===== config.mk =====
export PLATFORM = sky130hd
export DESIGN_NAME = slot_signal_mode_logic
export DESIGN_NICKNAME = d
export VERILOG_FILES = /design/src/hw/slot_signal_pkg.sv /design/src/hw/cap_level_decoder.sv /design/src/hw/slot_signal_mode_logic.sv
export SDC_FILE = /design/constraint.sdc
export NUM_CORES = 1
export LEC_CHECK = 0
export BUFFER_PORTS_ARGS = -buffer_cell sky130_fd_sc_hd__buf_2
export CORE_MARGIN = 1
export CORE_UTILIZATION = 49
export DETAILED_ROUTE_END_ITERATION = 16
export HOLD_SLACK_MARGIN = 0.05
export PLACE_DENSITY = 0.8
export SLEW_MARGIN = 20
export SYNTH_ARGS = -nofsm -noshare
export SYNTH_HDL_FRONTEND = slang
export SYNTH_SLANG_ARGS = --single-unit

===== constraint.sdc =====
create_clock -name core_clk -period 1.9 [get_ports core_clk]
set_input_delay 0.38 -clock core_clk [delete_from_list [all_inputs] [get_ports core_clk]]
set_output_delay 0.38 -clock core_clk [all_outputs]
set_load 0.05 [all_outputs]

===== src/hw/slot_signal_pkg.sv =====
// Constants, register map and state type for the slot signal logic.
// Assumes a 32-bit classic Wishbone register bus and one 25 MHz core clock.
package slot_signal_pkg;

  // ---------------------------------------------------------------
  // Register map (byte addresses)
  // ---------------------------------------------------------------
  localparam int         ADDR_W        = 4;
  localparam int         DATA_W        = 32;
  localparam int         SEL_W         = 4;
  localparam logic [3:0] CTRL_ADDR     = 4'h0;
  localparam logic [3:0] STATUS_ADDR   = 4'h4;
  localparam logic [3:0] CAP_ADDR      = 4'h8;
  localparam int         WORD_LSB      = 2;

  // ---------------------------------------------------------------
  // Control register fields
  // ---------------------------------------------------------------
  localparam int         CTRL_W           = 6;
  localparam int         CTRL_RESET_BIT   = 0;
  localparam int         CTRL_BUS_EN_BIT  = 1;
  localparam int         CTRL_CLK_EN_BIT  = 2;
  localparam int         CTRL_SPEED_BIT   = 3;
  localparam int         CTRL_ATTN_BIT    = 4;
  localparam int         CTRL_POWER_BIT   = 5;
  localparam logic [5:0] CTRL_RESET_VALUE = 6'h01;

  // ---------------------------------------------------------------
  // Status register fields
  // ---------------------------------------------------------------
  localparam int ST_BUTTON_BIT    = 0;
  localparam int ST_AUX_FAULT_BIT = 1;
  localparam int ST_DIRECT_BIT    = 2;
  localparam int ST_POWERED_BIT   = 3;
  localparam int ST_FAULT_BIT     = 4;
  localparam int ST_PRESENCE_BIT  = 5;
  localparam int ST_SPEED_IN_BIT  = 6;
  localparam int ST_SYSTEM_POWER_GOOD_BIT     = 7;
  localparam int ST_STATE_LSB     = 8;

  // ---------------------------------------------------------------
  // Capability decoding
  // ---------------------------------------------------------------
  localparam int         CAP_LEVEL_LSB = 0;
  localparam int         CAP_CODE_LSB  = 4;
  localparam int         SAMPLE_W      = 8;
  localparam int         LEVEL_W       = 3;
  localparam int         CODE_W        = 3;
  localparam logic [7:0] CAP_TH1       = 8'h33;
  localparam logic [7:0] CAP_TH2       = 8'h66;
  localparam logic [7:0] CAP_TH3       = 8'h99;
  localparam logic [7:0] CAP_TH4       = 8'hcc;
  localparam logic [2:0] LEVEL_0       = 3'h0;
  localparam logic [2:0] LEVEL_1       = 3'h1;
  localparam logic [2:0] LEVEL_2       = 3'h2;
  localparam logic [2:0] LEVEL_3       = 3'h3;
  localparam logic [2:0] LEVEL_4       = 3'h4;
  localparam logic [2:0] CODE_L0       = 3'h0;
  localparam logic [2:0] CODE_L1       = 3'h1;
  localparam logic [2:0] CODE_L2       = 3'h3;
  localparam logic [2:0] CODE_L3       = 3'h5;
  localparam logic [2:0] CODE_L4       = 3'h7;

  // Main power sequencing states
  typedef enum logic [2:0] {
    PWR_OFF,
    PWR_RAMP_UP,
    PWR_ON,
    PWR_RAMP_DOWN,
    PWR_FAULT
  } power_state_t;

endpackage


===== src/hw/cap_level_decoder.sv =====
// Five-level card capability classifier.
// Assumes sample comes from a converter clocked by core_clk.
`timescale 1ns/1ps
`default_nettype none
module cap_level_decoder #(
  parameter int SAMPLE_W = slot_signal_pkg::SAMPLE_W
) (
  input  wire logic                               core_clk,
  input  wire logic                               reset,
  input  wire logic                               clk_en,
  input  wire logic [SAMPLE_W-1:0]                sample,
  output logic      [slot_signal_pkg::LEVEL_W-1:0] level,
  output logic      [slot_signal_pkg::CODE_W-1:0]  code
);

  logic [slot_signal_pkg::LEVEL_W-1:0] level_next;
  logic [slot_signal_pkg::CODE_W-1:0]  code_next;

  // ---------------------------------------------------------------
  // Threshold compare and code lookup
  // ---------------------------------------------------------------
  always_comb
  begin
    if (sample < SAMPLE_W'(slot_signal_pkg::CAP_TH1))
    begin
      level_next = slot_signal_pkg::LEVEL_0;
      code_next  = slot_signal_pkg::CODE_L0;
    end
    else if (sample < SAMPLE_W'(slot_signal_pkg::CAP_TH2))
    begin
      level_next = slot_signal_pkg::LEVEL_1;
      code_next  = slot_signal_pkg::CODE_L1;
    end
    else if (sample < SAMPLE_W'(slot_signal_pkg::CAP_TH3))
    begin
      level_next = slot_signal_pkg::LEVEL_2;
      code_next  = slot_signal_pkg::CODE_L2;
    end
    else if (sample < SAMPLE_W'(slot_signal_pkg::CAP_TH4))
    begin
      level_next = slot_signal_pkg::LEVEL_3;
      code_next  = slot_signal_pkg::CODE_L3;
    end
    else
    begin
      level_next = slot_signal_pkg::LEVEL_4;
      code_next  = slot_signal_pkg::CODE_L4;
    end
  end

  always_ff @(posedge core_clk)
  begin
    if (reset)
    begin
      level <= slot_signal_pkg::LEVEL_0;
      code  <= slot_signal_pkg::CODE_L0;
    end
    else if (clk_en)
    begin
      level <= level_next;
      code  <= code_next;
    end
  end

endmodule // cap_level_decoder
`default_nettype wire


===== src/hw/slot_signal_mode_logic.sv =====
// Slot A signal logic: mode latch, shared pins, main power sequencing, status.
// Assumes a classic Wishbone master, analog comparators and pins asynchronous to core_clk.
//
// Operation
// - Serial mode: low button pin sets a sticky button-pressed status bit.
// - Direct mode: asserted power request turns slot main power on.
// - Direct mode: deasserting power request clears the latched slot fault.
// - Serial mode: speed line is an input monitoring 66-MHz operation.
// - Serial mode: clock switch enable makes speed line an open-drain output of selected mode.
// - Powered status goes high only after both gate drives ramp high.
// - Powered status goes low on aux or main over-current while powered.
// - At turn-off powered status falls only once all supplies are below low threshold.
// - Capability sense is classified into one of five levels.
// - Serial mode: slot reset driven by a push-pull output.
// - Direct mode: capability code bit 3 appears on slot reset pin.
// - Serial mode: presence detect bit 2 sampled through the shared pin.
// - Direct mode: aux fault pin flags aux fault when logic supply is off.
// - Mode select captured on rising edge of system power good.
// - Direct mode: capability bits 1 and 2 appear on bus and clock switch pins.
// - Direct mode with power good: slot fault pin shows aux or main fault.
//
// Implementation choices: the placing of the registers and the Wishbone interface to the registers.
`timescale 1ns/1ps
`default_nettype none
module slot_signal_mode_logic #(
  parameter int SAMPLE_W = slot_signal_pkg::SAMPLE_W
) (
  input  wire logic                                core_clk,
  input  wire logic                                reset,
  input  wire logic                                clk_en,
  input  wire logic                                wb_cyc_i,
  input  wire logic                                wb_stb_i,
  input  wire logic                                wb_we_i,
  input  wire logic [slot_signal_pkg::ADDR_W-1:0]  wb_adr_i,
  input  wire logic [slot_signal_pkg::SEL_W-1:0]   wb_sel_i,
  input  wire logic [slot_signal_pkg::DATA_W-1:0]  wb_dat_i,
  output logic      [slot_signal_pkg::DATA_W-1:0]  wb_dat_o,
  output logic                                     wb_ack_o,
  input  wire logic                                system_power_good,
  input  wire logic                                interface_select,
  input  wire logic                                button_request_n,
  input  wire logic                                slot_speed_line_in,
  output logic                                     slot_speed_line_out,
  output logic                                     slot_speed_line_oe,
  input  wire logic                                presence_aux_in,
  output logic                                     presence_aux_out,
  output logic                                     presence_aux_oe,
  output logic                                     slot_fault_out,
  output logic                                     slot_fault_oe,
  output logic                                     slot_powered_status,
  output logic                                     bus_switch_pin,
  output logic                                     slot_clock_switch_enable,
  output logic                                     slot_reset_out,
  output logic                                     attention_indicator,
  output logic                                     main_power_enable,
  input  wire logic [SAMPLE_W-1:0]                 card_capability_sense,
  input  wire logic                                gate_drive_12v,
  input  wire logic                                gate_drive_5v_3v,
  input  wire logic                                supplies_below_low,
  input  wire logic                                aux_overcurrent,
  input  wire logic                                main_overcurrent,
  input  wire logic                                logic_supply
);

  // ---------------------------------------------------------------
  // Input synchronisers
  // ---------------------------------------------------------------
  localparam int SYNC_N = 11;
  localparam int S_PG   = 0;
  localparam int S_SEL  = 1;
  localparam int S_BTN  = 2;
  localparam int S_SPD  = 3;
  localparam int S_PRS  = 4;
  localparam int S_G12  = 5;
  localparam int S_G53  = 6;
  localparam int S_LOW  = 7;
  localparam int S_AOC  = 8;
  localparam int S_MOC  = 9;
  localparam int S_LSUP = 10;

  logic [SYNC_N-1:0] async_in;
  logic [SYNC_N-1:0] sync1_reg;
  logic [SYNC_N-1:0] sync2_reg;

  assign async_in = {logic_supply, main_overcurrent, aux_overcurrent, supplies_below_low,
                     gate_drive_5v_3v, gate_drive_12v, presence_aux_in, slot_speed_line_in,
                     button_request_n, interface_select, system_power_good};

  genvar gi;
  generate
    for (gi = 0; gi < SYNC_N; gi++)
    begin : g_sync
      always_ff @(posedge core_clk)
      begin
        if (reset)
        begin
          sync1_reg[gi] <= 1'b0;
          sync2_reg[gi] <= 1'b0;
        end
        else if (clk_en)
        begin
          sync1_reg[gi] <= async_in[gi];
          sync2_reg[gi] <= sync1_reg[gi];
        end
      end
    end
  endgenerate

  logic pg_s;
  logic btn_s;
  logic lsup_s;
  logic overcurrent;
  assign pg_s        = sync2_reg[S_PG];
  assign btn_s       = sync2_reg[S_BTN];
  assign lsup_s      = sync2_reg[S_LSUP];
  assign overcurrent = sync2_reg[S_AOC] | sync2_reg[S_MOC];

  // ---------------------------------------------------------------
  // Mode latch on power good rise
  // ---------------------------------------------------------------
  logic pg_prev_reg;
  logic btn_prev_reg;
  logic direct_reg;

  always_ff @(posedge core_clk)
  begin
    if (reset)
    begin
      pg_prev_reg  <= 1'b0;
      btn_prev_reg <= 1'b0;
      direct_reg   <= 1'b0;
    end
    else if (clk_en)
    begin
      pg_prev_reg  <= pg_s;
      btn_prev_reg <= btn_s;
      if (pg_s && !pg_prev_reg)
        direct_reg <= sync2_reg[S_SEL];
    end
  end

  // ---------------------------------------------------------------
  // Capability decoder
  // ---------------------------------------------------------------
  logic [slot_signal_pkg::LEVEL_W-1:0] cap_level;
  logic [slot_signal_pkg::CODE_W-1:0]  cap_code;

  cap_level_decoder #(
    .SAMPLE_W (SAMPLE_W)
  ) u_cap (
    .core_clk (core_clk),
    .reset    (reset),
    .clk_en   (clk_en),
    .sample   (card_capability_sense),
    .level    (cap_level),
    .code     (cap_code)
  );

  // ---------------------------------------------------------------
  // Bus slave decode
  // ---------------------------------------------------------------
  logic [slot_signal_pkg::CTRL_W-1:0] ctrl_reg;
  logic                               ack_reg;
  logic                               wr_ctrl;
  logic                               wr_status;
  logic                               bus_req;

  assign bus_req   = wb_cyc_i && wb_stb_i && !ack_reg;
  assign wr_ctrl   = bus_req && wb_we_i && wb_sel_i[0] &&
                     (wb_adr_i == slot_signal_pkg::CTRL_ADDR);
  assign wr_status = bus_req && wb_we_i && wb_sel_i[0] &&
                     (wb_adr_i == slot_signal_pkg::STATUS_ADDR);

  always_ff @(posedge core_clk)
  begin
    if (reset)
      ctrl_reg <= slot_signal_pkg::CTRL_RESET_VALUE;
    else if (clk_en && wr_ctrl)
      ctrl_reg <= wb_dat_i[slot_signal_pkg::CTRL_W-1:0];
  end

  // ---------------------------------------------------------------
  // Sticky button and aux fault flags, set wins over clear
  // ---------------------------------------------------------------
  logic button_reg;
  logic aux_fault_reg;
  logic button_set;
  logic button_clr;
  logic aux_clr;

  assign button_set = !direct_reg && !btn_s && btn_prev_reg;
  assign button_clr = wr_status && wb_dat_i[slot_signal_pkg::ST_BUTTON_BIT];
  assign aux_clr    = wr_status && wb_dat_i[slot_signal_pkg::ST_AUX_FAULT_BIT];

  always_ff @(posedge core_clk)
  begin
    if (reset)
    begin
      button_reg    <= 1'b0;
      aux_fault_reg <= 1'b0;
    end
    else if (clk_en)
    begin
      button_reg    <= (button_reg && !button_clr) || button_set;
      aux_fault_reg <= (aux_fault_reg && !aux_clr) || sync2_reg[S_AOC];
    end
  end

  // ---------------------------------------------------------------
  // Main power sequencing
  // ---------------------------------------------------------------
  slot_signal_pkg::power_state_t state_reg;
  logic                          power_req;
  logic                          fault_reg;
  logic                          powered_reg;

  assign power_req = direct_reg ? !btn_s : ctrl_reg[slot_signal_pkg::CTRL_POWER_BIT];

  always_ff @(posedge core_clk)
  begin
    if (reset)
    begin
      state_reg   <= slot_signal_pkg::PWR_OFF;
      powered_reg <= 1'b0;
      fault_reg   <= 1'b0;
    end
    else if (clk_en)
    begin
      unique case (state_reg)
        slot_signal_pkg::PWR_OFF:
        begin
          if (power_req)
            state_reg <= slot_signal_pkg::PWR_RAMP_UP;
        end
        slot_signal_pkg::PWR_RAMP_UP:
        begin
          if (overcurrent)
          begin
            state_reg <= slot_signal_pkg::PWR_FAULT;
            fault_reg <= 1'b1;
          end
          else if (!power_req)
            state_reg <= slot_signal_pkg::PWR_RAMP_DOWN;
          else if (sync2_reg[S_G12] && sync2_reg[S_G53])
          begin
            state_reg   <= slot_signal_pkg::PWR_ON;
            powered_reg <= 1'b1;
          end
        end
        slot_signal_pkg::PWR_ON:
        begin
          if (overcurrent)
          begin
            state_reg   <= slot_signal_pkg::PWR_FAULT;
            fault_reg   <= 1'b1;
            powered_reg <= 1'b0;
          end
          else if (!power_req)
            state_reg <= slot_signal_pkg::PWR_RAMP_DOWN;
        end
        slot_signal_pkg::PWR_RAMP_DOWN:
        begin
          if (sync2_reg[S_LOW])
          begin
            state_reg   <= slot_signal_pkg::PWR_OFF;
            powered_reg <= 1'b0;
          end
        end
        slot_signal_pkg::PWR_FAULT:
        begin
          if (!power_req)
          begin
            state_reg <= slot_signal_pkg::PWR_OFF;
            fault_reg <= 1'b0;
          end
        end
      endcase
    end
  end

  // ---------------------------------------------------------------
  // Registered pin drivers
  // ---------------------------------------------------------------
  logic on_state;
  assign on_state = (state_reg == slot_signal_pkg::PWR_RAMP_UP) || (state_reg == slot_signal_pkg::PWR_ON);

  always_ff @(posedge core_clk)
  begin
    if (reset)
    begin
      main_power_enable        <= 1'b0;
      slot_powered_status      <= 1'b0;
      bus_switch_pin           <= 1'b0;
      slot_clock_switch_enable <= 1'b0;
      slot_reset_out           <= 1'b0;
      slot_speed_line_out      <= 1'b0;
      slot_speed_line_oe       <= 1'b0;
      presence_aux_out         <= 1'b0;
      presence_aux_oe          <= 1'b0;
      slot_fault_out           <= 1'b0;
      slot_fault_oe            <= 1'b0;
      attention_indicator      <= 1'b0;
    end
    else if (clk_en)
    begin
      main_power_enable   <= on_state;
      slot_powered_status <= powered_reg;
      if (direct_reg)
      begin
        bus_switch_pin           <= cap_code[0];
        slot_clock_switch_enable <= cap_code[1];
        slot_reset_out           <= cap_code[2];
      end
      else
      begin
        bus_switch_pin           <= ctrl_reg[slot_signal_pkg::CTRL_BUS_EN_BIT];
        slot_clock_switch_enable <= ctrl_reg[slot_signal_pkg::CTRL_CLK_EN_BIT];
        slot_reset_out           <= !ctrl_reg[slot_signal_pkg::CTRL_RESET_BIT];
      end
      slot_speed_line_out <= 1'b0;
      slot_speed_line_oe  <= !direct_reg && ctrl_reg[slot_signal_pkg::CTRL_CLK_EN_BIT] &&
                             !ctrl_reg[slot_signal_pkg::CTRL_SPEED_BIT];
      presence_aux_out    <= 1'b0;
      presence_aux_oe     <= direct_reg && aux_fault_reg && !lsup_s;
      slot_fault_out      <= 1'b0;
      slot_fault_oe       <= direct_reg && pg_s && (fault_reg || aux_fault_reg);
      attention_indicator <= ctrl_reg[slot_signal_pkg::CTRL_ATTN_BIT] ||
                             (aux_fault_reg && !(direct_reg && !lsup_s));
    end
  end

  // ---------------------------------------------------------------
  // Read data and acknowledge
  // ---------------------------------------------------------------
  logic [slot_signal_pkg::DATA_W-1:0] status_word;
  logic [slot_signal_pkg::DATA_W-1:0] cap_word;
  logic [slot_signal_pkg::DATA_W-1:0] rd_next;

  always_comb
  begin
    status_word = '0;
    status_word[slot_signal_pkg::ST_BUTTON_BIT]    = button_reg;
    status_word[slot_signal_pkg::ST_AUX_FAULT_BIT] = aux_fault_reg;
    status_word[slot_signal_pkg::ST_DIRECT_BIT]    = direct_reg;
    status_word[slot_signal_pkg::ST_POWERED_BIT]   = powered_reg;
    status_word[slot_signal_pkg::ST_FAULT_BIT]     = fault_reg;
    status_word[slot_signal_pkg::ST_PRESENCE_BIT]  = !direct_reg && sync2_reg[S_PRS];
    status_word[slot_signal_pkg::ST_SPEED_IN_BIT]  = !direct_reg && sync2_reg[S_SPD];
    status_word[slot_signal_pkg::ST_SYSTEM_POWER_GOOD_BIT]     = pg_s;
    status_word[slot_signal_pkg::ST_STATE_LSB +: 3] = state_reg;
    cap_word = '0;
    cap_word[slot_signal_pkg::CAP_LEVEL_LSB +: slot_signal_pkg::LEVEL_W] = cap_level;
    cap_word[slot_signal_pkg::CAP_CODE_LSB +: slot_signal_pkg::CODE_W]   = cap_code;
    unique case (wb_adr_i)
      slot_signal_pkg::CTRL_ADDR:   rd_next = {{(slot_signal_pkg::DATA_W-slot_signal_pkg::CTRL_W){1'b0}}, ctrl_reg};
      slot_signal_pkg::STATUS_ADDR: rd_next = status_word;
      slot_signal_pkg::CAP_ADDR:    rd_next = cap_word;
      default:                      rd_next = '0;
    endcase
  end

  always_ff @(posedge core_clk)
  begin
    if (reset)
    begin
      ack_reg  <= 1'b0;
      wb_ack_o <= 1'b0;
      wb_dat_o <= '0;
    end
    else if (clk_en)
    begin
      ack_reg  <= bus_req;
      wb_ack_o <= bus_req;
      if (bus_req)
        wb_dat_o <= rd_next;
    end
  end

endmodule // slot_signal_mode_logic
`default_nettype wire


# Word-level counts from Yosys, hierarchy flattened
# Index checks and enable logic that the tools add are counted.
# word_totals
reg_bits	86
inputBits	65
output_inout_bits	45
word_cells	146
# op_classes
order_cmp	4
eq_ne	16
muxes	31
bitwise	1
reduce_logical	50
# ops
operator	count
$mux W3	15
$pmux W11 S3	1
$logic_and A1 B1 Y1	25
$lt A8 B8 Y1 const B	2
$pmux W3 S5	1
$ne A2 B2 Y1 const B	7
$mux W1	11
$logic_not A1 Y1	10
$lt A8 B6 Y1 const B	1
$lt A8 B7 Y1 const B	1
$reduce_and A7 Y1	1
$eq A3 B2 Y1 const B	2
$reduce_and A6 Y1	1
$logic_or A1 B1 Y1	5
$eq A4 B3 Y1 const B	1
$eq A4 B4 Y1 const B	1
$logic_not A4 Y1	1
$ne A4 B4 Y1 const B	1
$reduce_and A2 Y1	2
$reduce_and A4 Y1	1
$eq A3 B1 Y1 const B	1
$eq A3 B3 Y1 const B	1
$logic_not A3 Y1	1
$ne A3 B3 Y1 const B	1
other kinds (8)	8

# Depth between registers and ports, before layout
# Gate-level depths: netlist of the first run.
# logic_depth
ltp_word	9
ltp_mapped	6
ltp_nobuf	5

# Cells and area by module
# A second synthesis of the first run with hierarchy kept.
# hier_totals
cells_unflattened	337
area_unflattened_um2	3026.7
# by_module_without_submodules
mod	instances	cells_each	area_each_um2	seq_area_each_um2
slot_signal_mode_logic	1	302	2723.9	1181.1
cap_level_decoder	1	35	302.8	120.1

# Least setup slack after synthesis of the first run
# No wires, ideal clock.
# synth_timing
path_kind	register to register
from	reg ack_reg
to	reg ctrl_reg[0] in the netlist's numbering
setup_time_ps	120
arrival_time_ps	1877
required_time_ps	1780
path_slack_ps	-96
stages_incl_launch_ff	6
n_path_buf	0
synth_period_minus_slack_ps	1996
path_cell_list	dfxtp_1 -> nand4b_4 -> or3_4 -> nor4_4 -> nor2b_1 -> a211o_1
# synth_via
elab_chain_cells	6
# synth_rtl
element	line	text
from (decl)	slot_signal_mode_logic.sv:163	logic ack_reg;
from (signal assigned)	slot_signal_mode_logic.sv:372	ack_reg <= bus_req;
$logic_not A1 Y1	slot_signal_mode_logic.sv:168	assign bus_req = wb_cyc_i && wb_stb_i && !ack_reg;
$logic_and A1 B1 Y1	slot_signal_mode_logic.sv:168	
$logic_and A1 B1 Y1 (3 in a row)	slot_signal_mode_logic.sv:169	assign wr_ctrl = bus_req && wb_we_i && wb_sel_i[0] &&
$logic_and A1 B1 Y1	slot_signal_mode_logic.sv:178	else if (clk_en && wr_ctrl)
to (signal assigned)	slot_signal_mode_logic.sv:177	ctrl_reg <= slot_signal_pkg::CTRL_RESET_VALUE;
to (signal assigned)	slot_signal_mode_logic.sv:179	ctrl_reg <= wb_dat_i[slot_signal_pkg::CTRL_W-1:0];
to (decl)	slot_signal_mode_logic.sv:162	logic [slot_signal_pkg::CTRL_W-1:0] ctrl_reg;
# No other way between the ends.
# A chain may end at the register's enable or synchronous reset.

# Final worst setup path of the first run
# layout_timing
from	reg ack_reg
to	reg ctrl_reg[3] in the netlist's numbering
# Same word-level chain as after synthesis.

==> flow_summary_export.csv, run 1 <==
group,metric,value,unit
placed_design,place_hpwl,4560,um
synth,ys_warn_count,0,
worst_setup_path,worstPathCellList,"nand4b_4 > or3_4 > nor4_4 > buf_4 > mux2i_1 > nor2_1",
pwr,power_density,950.3,nW/um^2
floorplan,die-area,6359,um^2
timing,max_freq,0.5791,GHz
timing,setup_slack,173.1,ps
worst_setup_path,critPathKind,"flop to flop",
run,max_cap_viol_count,0,
global_routing,grt_pass1_wl,10340,um
clock_network,root_buffer,"clkbuf_8",
layout,area_delta_synth_final,18.42,%
drt,first_pass_iters,4,
hold_path,whs_endpoint,"sync1_reg[4]",
floorplan,core_area,5675,um^2
global_routing,grt_overflow,0,
worst_setup_path,cp.required,2140,ps
timing,setup-tns-final,0,ps
drt,final_antenna_net_count,0,
synth,synth_edf_count,0,
timing,fin_crit_sh,0.9089,
synth,yosysTopAreaCellShare,0.4394,
worst_setup_path,ff2ff_path_depth,6,
worst_setup_path,end_kind,"flop",
layout,drive_gt1_frac,0.2284,
hold_path,hold_depth,3,
synth,yosysTopAreaCell,"dfxtp_1",
clock_network,clk-insertion-delay-late,350,ps
clock_network,clk_pin_slew,70,ps
drt,vias,2488,
synth,netlist_instances,333,
clock_network,htree_levels,3,
timing,finalClockSkew,4.717,ps
layout,fillCellCount,515,
placed_design,gp_congestion,0.8315,
clock_network,cts_setup_buffers,0,
outcome,status,"completed",
synth,synth-main-ff-cell,"dfxtp_1",
drt,drc,0,
worst_setup_path,crit_path_top_delay_cell,"or3_4",
timing,drv_slew,0,
synth,synth.cell_area,2962,um^2
layout,fin_nets,454,
clock_network,ctsHoldBuffers,0,
layout,layout.cells.non_filler,466,
worst_setup_path,critical_path.max_stage_delay,380,ps
synth,synth-seq-cells,65,
clock_network,cts_max_path_buffers,2,
global_routing,grt_max_degree,46,
worst_setup_path,rrSetupSlack,170,ps
floorplan,chipHeight,79.75,um
layout,final_core_util,0.6179,
drt,wirelength,6436,um
clock_network,cts.sink_count,65,
timing,rsz0062_at_grt,"false",
worst_setup_path,critPathTopFamily,"simple AND/OR/NAND/NOR gates",
timing,hold_viol,0,
timing,max_slew_margin,0.5908,
synth,synth_area_leaders,"dfxtp_1, mux2i_1, nor2_1, buf_4, a21oi_1",
synth,synth_compound_area_frac,0.1479,
worst_setup_path,cp-start-kind,"flop",
synth,synth_top_family_by_area,"simple AND/OR/NAND/NOR gates",
synth,synthArstFlopShare,0,
global_routing,grt_pass1_vias,2217,
synth,yosysUniqueCellTypes,47,
clock_network,cts_tree,"built",
timing,setup_viol,0,
worst_setup_path,path_buf_inv,1,
worst_setup_path,rr_endpoint,"ctrl_reg[3]",
synth,seq_area_frac_synth,0.4394,
drt,first_iter_violations,217,
synth,synthAdderAreaFrac,0,
synth,synth_xor_area_frac,0,
synth,synth-simple-area-share,0.1842,
placed_design,dp_slack,37.81,ps
synth,synth_area_per_cell,8.894,um^2
layout,num_antenna_cells,0,
worst_setup_path,worstReg2RegStart,"ack_reg",
floorplan,rows,27,
pwr,ir_drop,572.7,uV
floorplan,die_w,79.75,um
worst_setup_path,crit_path_max_fanout,4,
drt,vias_per_cell,5.339,
timing,tightest_slew,613.7,ps
floorplan,start_util,0.5218,
timing,fin_crit,1727,ps
synth,synthMuxAreaShare,0.1352,
worst_setup_path,worstPathArrival,1970,ps
drt,wl_per_cell,13.81,um
global_routing,antenna_found_initial,0,
clock_network,cts-buffers-inserted,9,
pwr,power.leakage,1.544,nW
hold_path,holdCritPathClass,"primary input to flop",
timing,hold_slack,267.0,ps
floorplan,ios,110,
hold_path,hold_start,"presence_aux_in",
placed_design,dp.cells,450,
clock_network,ctsResizeCount,0,
global_routing,grt.total_usage,0.2147,
placed_design,io_buffers,56,
-- worst min-delay path, stage by stage --
cell and delay (ps):
buf_2 70, mux2i_1 50, nor2_1 70
-- Yosys cell counts, types with 2 or more instances --
master,n
nand3b_1,2
a211oi_1,5
nor2b_1,6
o21ai_0,9
inv_1,2
dfxtp_1,65
buf_4,24
nor2_1,63
nor4b_1,2
nand3_1,2
a31oi_1,2
nand4_1,3
or2_2,2
nor3_1,4
nand2b_1,2
a21oi_1,21
buf_2,2
clkbuf_1,14
a211o_1,4
mux2i_1,40
buf_1,5
a22oi_1,10
nand2_1,18
nor4_1,2
o31ai_1,2
-- final cells by class --
class	instances	area, um^2	share of cell area
well taps	72	90.09	0.02569
multi-input cells	243	1474	0.4203
flip-flops and latches	65	1303	0.3714
clock buffers	9	123.9	0.03532
clock inverters	7	142.6	0.04067
inverters	3	11.26	0.003211
repair buffers	67	362.8	0.1035
-- power by group --
part           internal (mW)  switching (mW)
logic                  0.103           0.256
registers               1.40          0.0275
clock network           1.00           0.543
-- cells by family (layout without fill, tap and decap cells) --
logic type,after synthesis,after routing
other,1,24
buffers and inverters,48,86
muxes,40,40
DFF,65,65
and+or+nand+nor,113,113
AOI/OAI and AO/OA,66,66
-- stage by stage --
stage	total power [mW]	area, um^2
after floorplan	1.763	3049
after global placement	1.807	3241
after detailed placement	1.815	3241
after CTS	3.357	3507
after global routing	3.453	3507
final	3.333	3507
-- layer usage --
| layer | share of wire | global-route usage | up-vias |
|---|---|---|---|
| li1 | - | - | 1238 |
| met1 | 0.46 | 0.2772 | 1155 |
| met2 | 0.46 | 0.3376 | 85 |
| met3 | 0.060 | 0.05486 | 10 |
| met4 | 0.016 | 0.09286 | 0 |
| met5 | 0 | 0 | - |
-- cells in the final DEF (no fill, tap or decap), drive strengths merged, types with 3 or more instances in the layout --
master and count:
a211o 4, a211oi 5, a21oi 21, a22oi 10
buf 67, bufinv 4, clkbuf 9, clkinvlp 3
conb 24, dfxtp 65, mux2i 40, nand2 18
nand4 3, nor2 63, nor2b 6, nor3 4
nor4 3, o21ai 9
-- worst max path at each step --
stage            start  slack [ps]  depth (start not counted)      endpoint
2_1_floorplan  ack_reg         100                          5   ctrl_reg[0]
3_3_place_gp    clk_en          80                          5  state_reg[0]
3_5_place_dp    clk_en          40                          5  state_reg[0]
4_1_cts        ack_reg         180                          6   ctrl_reg[3]
5_1_grt        ack_reg         100                          6   ctrl_reg[3]
6_report       ack_reg         170                          6   ctrl_reg[3]
Note: power is estimated with default switching activity, not from simulation.
==> inputs of run 2 (changes only) <==
--- a/config.mk
+++ b/config.mk
@@ -7,10 +7,11 @@
 export LEC_CHECK = 0
 export BUFFER_PORTS_ARGS = -buffer_cell sky130_fd_sc_hd__buf_2
 export CORE_MARGIN = 1
-export CORE_UTILIZATION = 49
+export CORE_UTILIZATION = 44
 export DETAILED_ROUTE_END_ITERATION = 16
 export HOLD_SLACK_MARGIN = 0.05
-export PLACE_DENSITY = 0.8
+export MAX_ROUTING_LAYER = met4
+export PLACE_DENSITY = 0.75
 export SLEW_MARGIN = 20
 export SYNTH_ARGS = -nofsm -noshare
 export SYNTH_HDL_FRONTEND = slang
==> constraint.sdc (replaced) <==
create_clock -name core_clk -period 1.5 [get_ports core_clk]
set_input_delay 0.3 -clock core_clk [delete_from_list [all_inputs] [get_ports core_clk]]
set_output_delay 0.3 -clock core_clk [all_outputs]
set_load 0.05 [all_outputs]
==> flow_summary_export.csv, run 2 (same netlist as run 1, synthesis figures left out) <==
group,metric,value,unit
layout,final_common_cell,"nor2_1",
worst_setup_path,worstReg2RegStart,"ack_reg",
worst_setup_path,rr_endpoint,"ctrl_reg[0]",
clock_network,ctsHoldBuffers,0,
layout,final_area,3601,um^2
worst_setup_path,critical_path.max_stage_delay,400,ps
clock_network,root_buffer,"clkbuf_8",
global_routing,grt_overflow,0,
worst_setup_path,crit_path_max_fanout,6,
worst_setup_path,critPathKind,"flop to flop",
floorplan,chipHeight,84.04,um
drt,wirelength,6418,um
clock_network,cts_max_path_buffers,2,
layout,fillCellCount,579,
worst_setup_path,path_buf_inv,1,
floorplan,start_util,0.4611,
timing,drv_slew,0,
layout,layout.cells.non_filler,486,
drt,drc,22,
floorplan,die_w,84.04,um
worst_setup_path,end_kind,"flop",
hold_path,whs_endpoint,"sync1_reg[4]",
global_routing,grt.total_usage,0.2006,
worst_setup_path,crit_path_top_delay_cell,"or3_4",
layout,final_cell_mix,"nor2_1, dfxtp_1, buf_2",
clock_network,clk_pin_slew,70,ps
drt,vias_per_cell,5.241,
placed_design,gp_congestion,0.8803,
global_routing,met1_usage,0.2688,
clock_network,cts-buffers-inserted,9,
clock_network,cts_tree,"built",
timing,setup-tns-final,-715.6,ps
placed_design,io_buffers,56,
global_routing,grt_pass1_vias,2270,
timing,setup_viol,8,
global_routing,grt_pass1_wl,10730,um
layout,multi_input_area,1509,um^2
outcome,status,"finished, violations left",
placed_design,place_hpwl,4541,um
outcome,violations,"design-rule violations, negative setup slack",
clock_network,clk-insertion-delay-late,350,ps
worst_setup_path,cp.required,1740,ps
global_routing,grt_max_degree,46,
global_routing,grt_use_met2,0.2794,
timing,fin_crit_sh,1.083,
worst_setup_path,critPathTopFamily,"simple AND/OR/NAND/NOR gates",
drt,first_pass_iters,12,
drt,vias,2547,
worst_setup_path,ff2ff_path_depth,6,
layout,drive_gt1_frac,0.2714,
timing,hold_viol,0,
layout,num_antenna_cells,0,
clock_network,cts.sink_count,65,
timing,setup_slack,-124.2,ps
floorplan,core_area,6422,um^2
run,max_cap_viol_count,0,
layout,regArea,1309,um^2
hold_path,holdCritPathClass,"primary input to flop",
layout,area_delta_synth_final,21.59,%
hold_path,hold_start,"presence_aux_in",
drt,wl_per_cell,13.21,um
pwr,power.leakage,1.598,nW
timing,finalClockSkew,9.453,ps
worst_setup_path,cp.depth,6,
pwr,power_density,1001,nW/um^2
timing,rsz0062_at_grt,"true",
global_routing,antenna_found_initial,0,
floorplan,die-area,7063,um^2
floorplan,rows,29,
pwr,ir_drop,617.8,uV
worst_setup_path,worstPathCellList,"nand4b_4 > or3_4 > nor4_4 > buf_6 > nor2b_1 > a211o_1",
global_routing,grt_busiest_layer,"met2",
hold_path,hold_depth,3,
layout,fin_nets,469,
timing,fin_crit,1624,ps
worst_setup_path,rrSetupSlack,-120,ps
drt,first_iter_violations,166,
placed_design,dpl_cell_area,3358,um^2
clock_network,htree_levels,3,
drt,final_antenna_net_count,0,
worst_setup_path,cp-start-kind,"flop",
global_routing,use_met3,0.06330,
timing,max_freq,0.6157,GHz
worst_setup_path,worstPathArrival,1860,ps
placed_design,dp.cells,467,
pwr,power,3.606,mW
floorplan,ios,110,
timing,hold_slack,184.8,ps
==> run 2: cell types whose count changed in the layout (fill, tap and decap cells not counted), moves of 2 or more <==
| cell | delta |
|---|---|
| dfxtp_1 | -3 |
| clkinvlp_4 | -2 |
| buf_4 | +11 |
| clkbuf_1 | +2 |
| buf_6 | +2 |
| bufinv_16 | -4 |
| dfxtp_2 | +2 |
==> run 2: how the worst max path moves through the flow <==
stage	startpoint	endpoint
final	ack_reg	ctrl_reg[0]
after global routing	ack_reg	ctrl_reg[0]
after CTS	ack_reg	ctrl_reg[0]
after detailed placement	clk_en	ctrl_reg[0]
after global placement	clk_en	ctrl_reg[0]
after floorplan	ack_reg	ctrl_reg[0]
==> run 2: cell type report <==
| type | instances | share of cell area |
|---|---|---|
| inverters | 3 | 0.003127 |
| repair buffers | 82 | 0.1397 |
| clock inverters | 4 | 0.007644 |
| multi-input cells | 243 | 0.4190 |
| well taps | 77 | 0.02675 |
| clock buffers | 12 | 0.04031 |
| flip-flops and latches | 65 | 0.3634 |
==> run 2: power by group <==
part           switching (mW)  internal, mW
Clock                   0.666         0.646
Sequential             0.0345          1.77
Combinational           0.333         0.153
==> run 2: metal layers <==
metal  vias to the layer above  part of all wire  routed length (um)
met2                        89              0.42                2687
li1                       1260                 -                   -
met5                         -                 0                   0
met3                        16             0.050                 318
met1                      1182              0.51                3281
met4                         0             0.020                 131
==> run 2: per-stage QoR <==
stage,worst slack [ps],utilization
4_1_cts,-103.2,0.5519
5_1_grt,-168.3,0.5607
3_3_place_gp,-157.7,0.5229
6_report,-124.2,0.5607
2_1_floorplan,-276.2,-
3_5_place_dp,-153.1,0.5229
==> run 2: what timing repair did <==
item	CTS	global route
setup buffers	0	3
pin swaps	1	4
setup endpoints to repair	11	18
hold endpoints to repair	0	0
gates cloned	0	0
resized for setup	3	11
==> run 2: worst reg2reg max path, stage by stage, from the launching register on <==
cell and delay (ps):
dfxtp_4 340, nand4b_4 160, or3_4 400, nor4_4 180
buf_6 180, nor2b_1 50, a211o_1 210
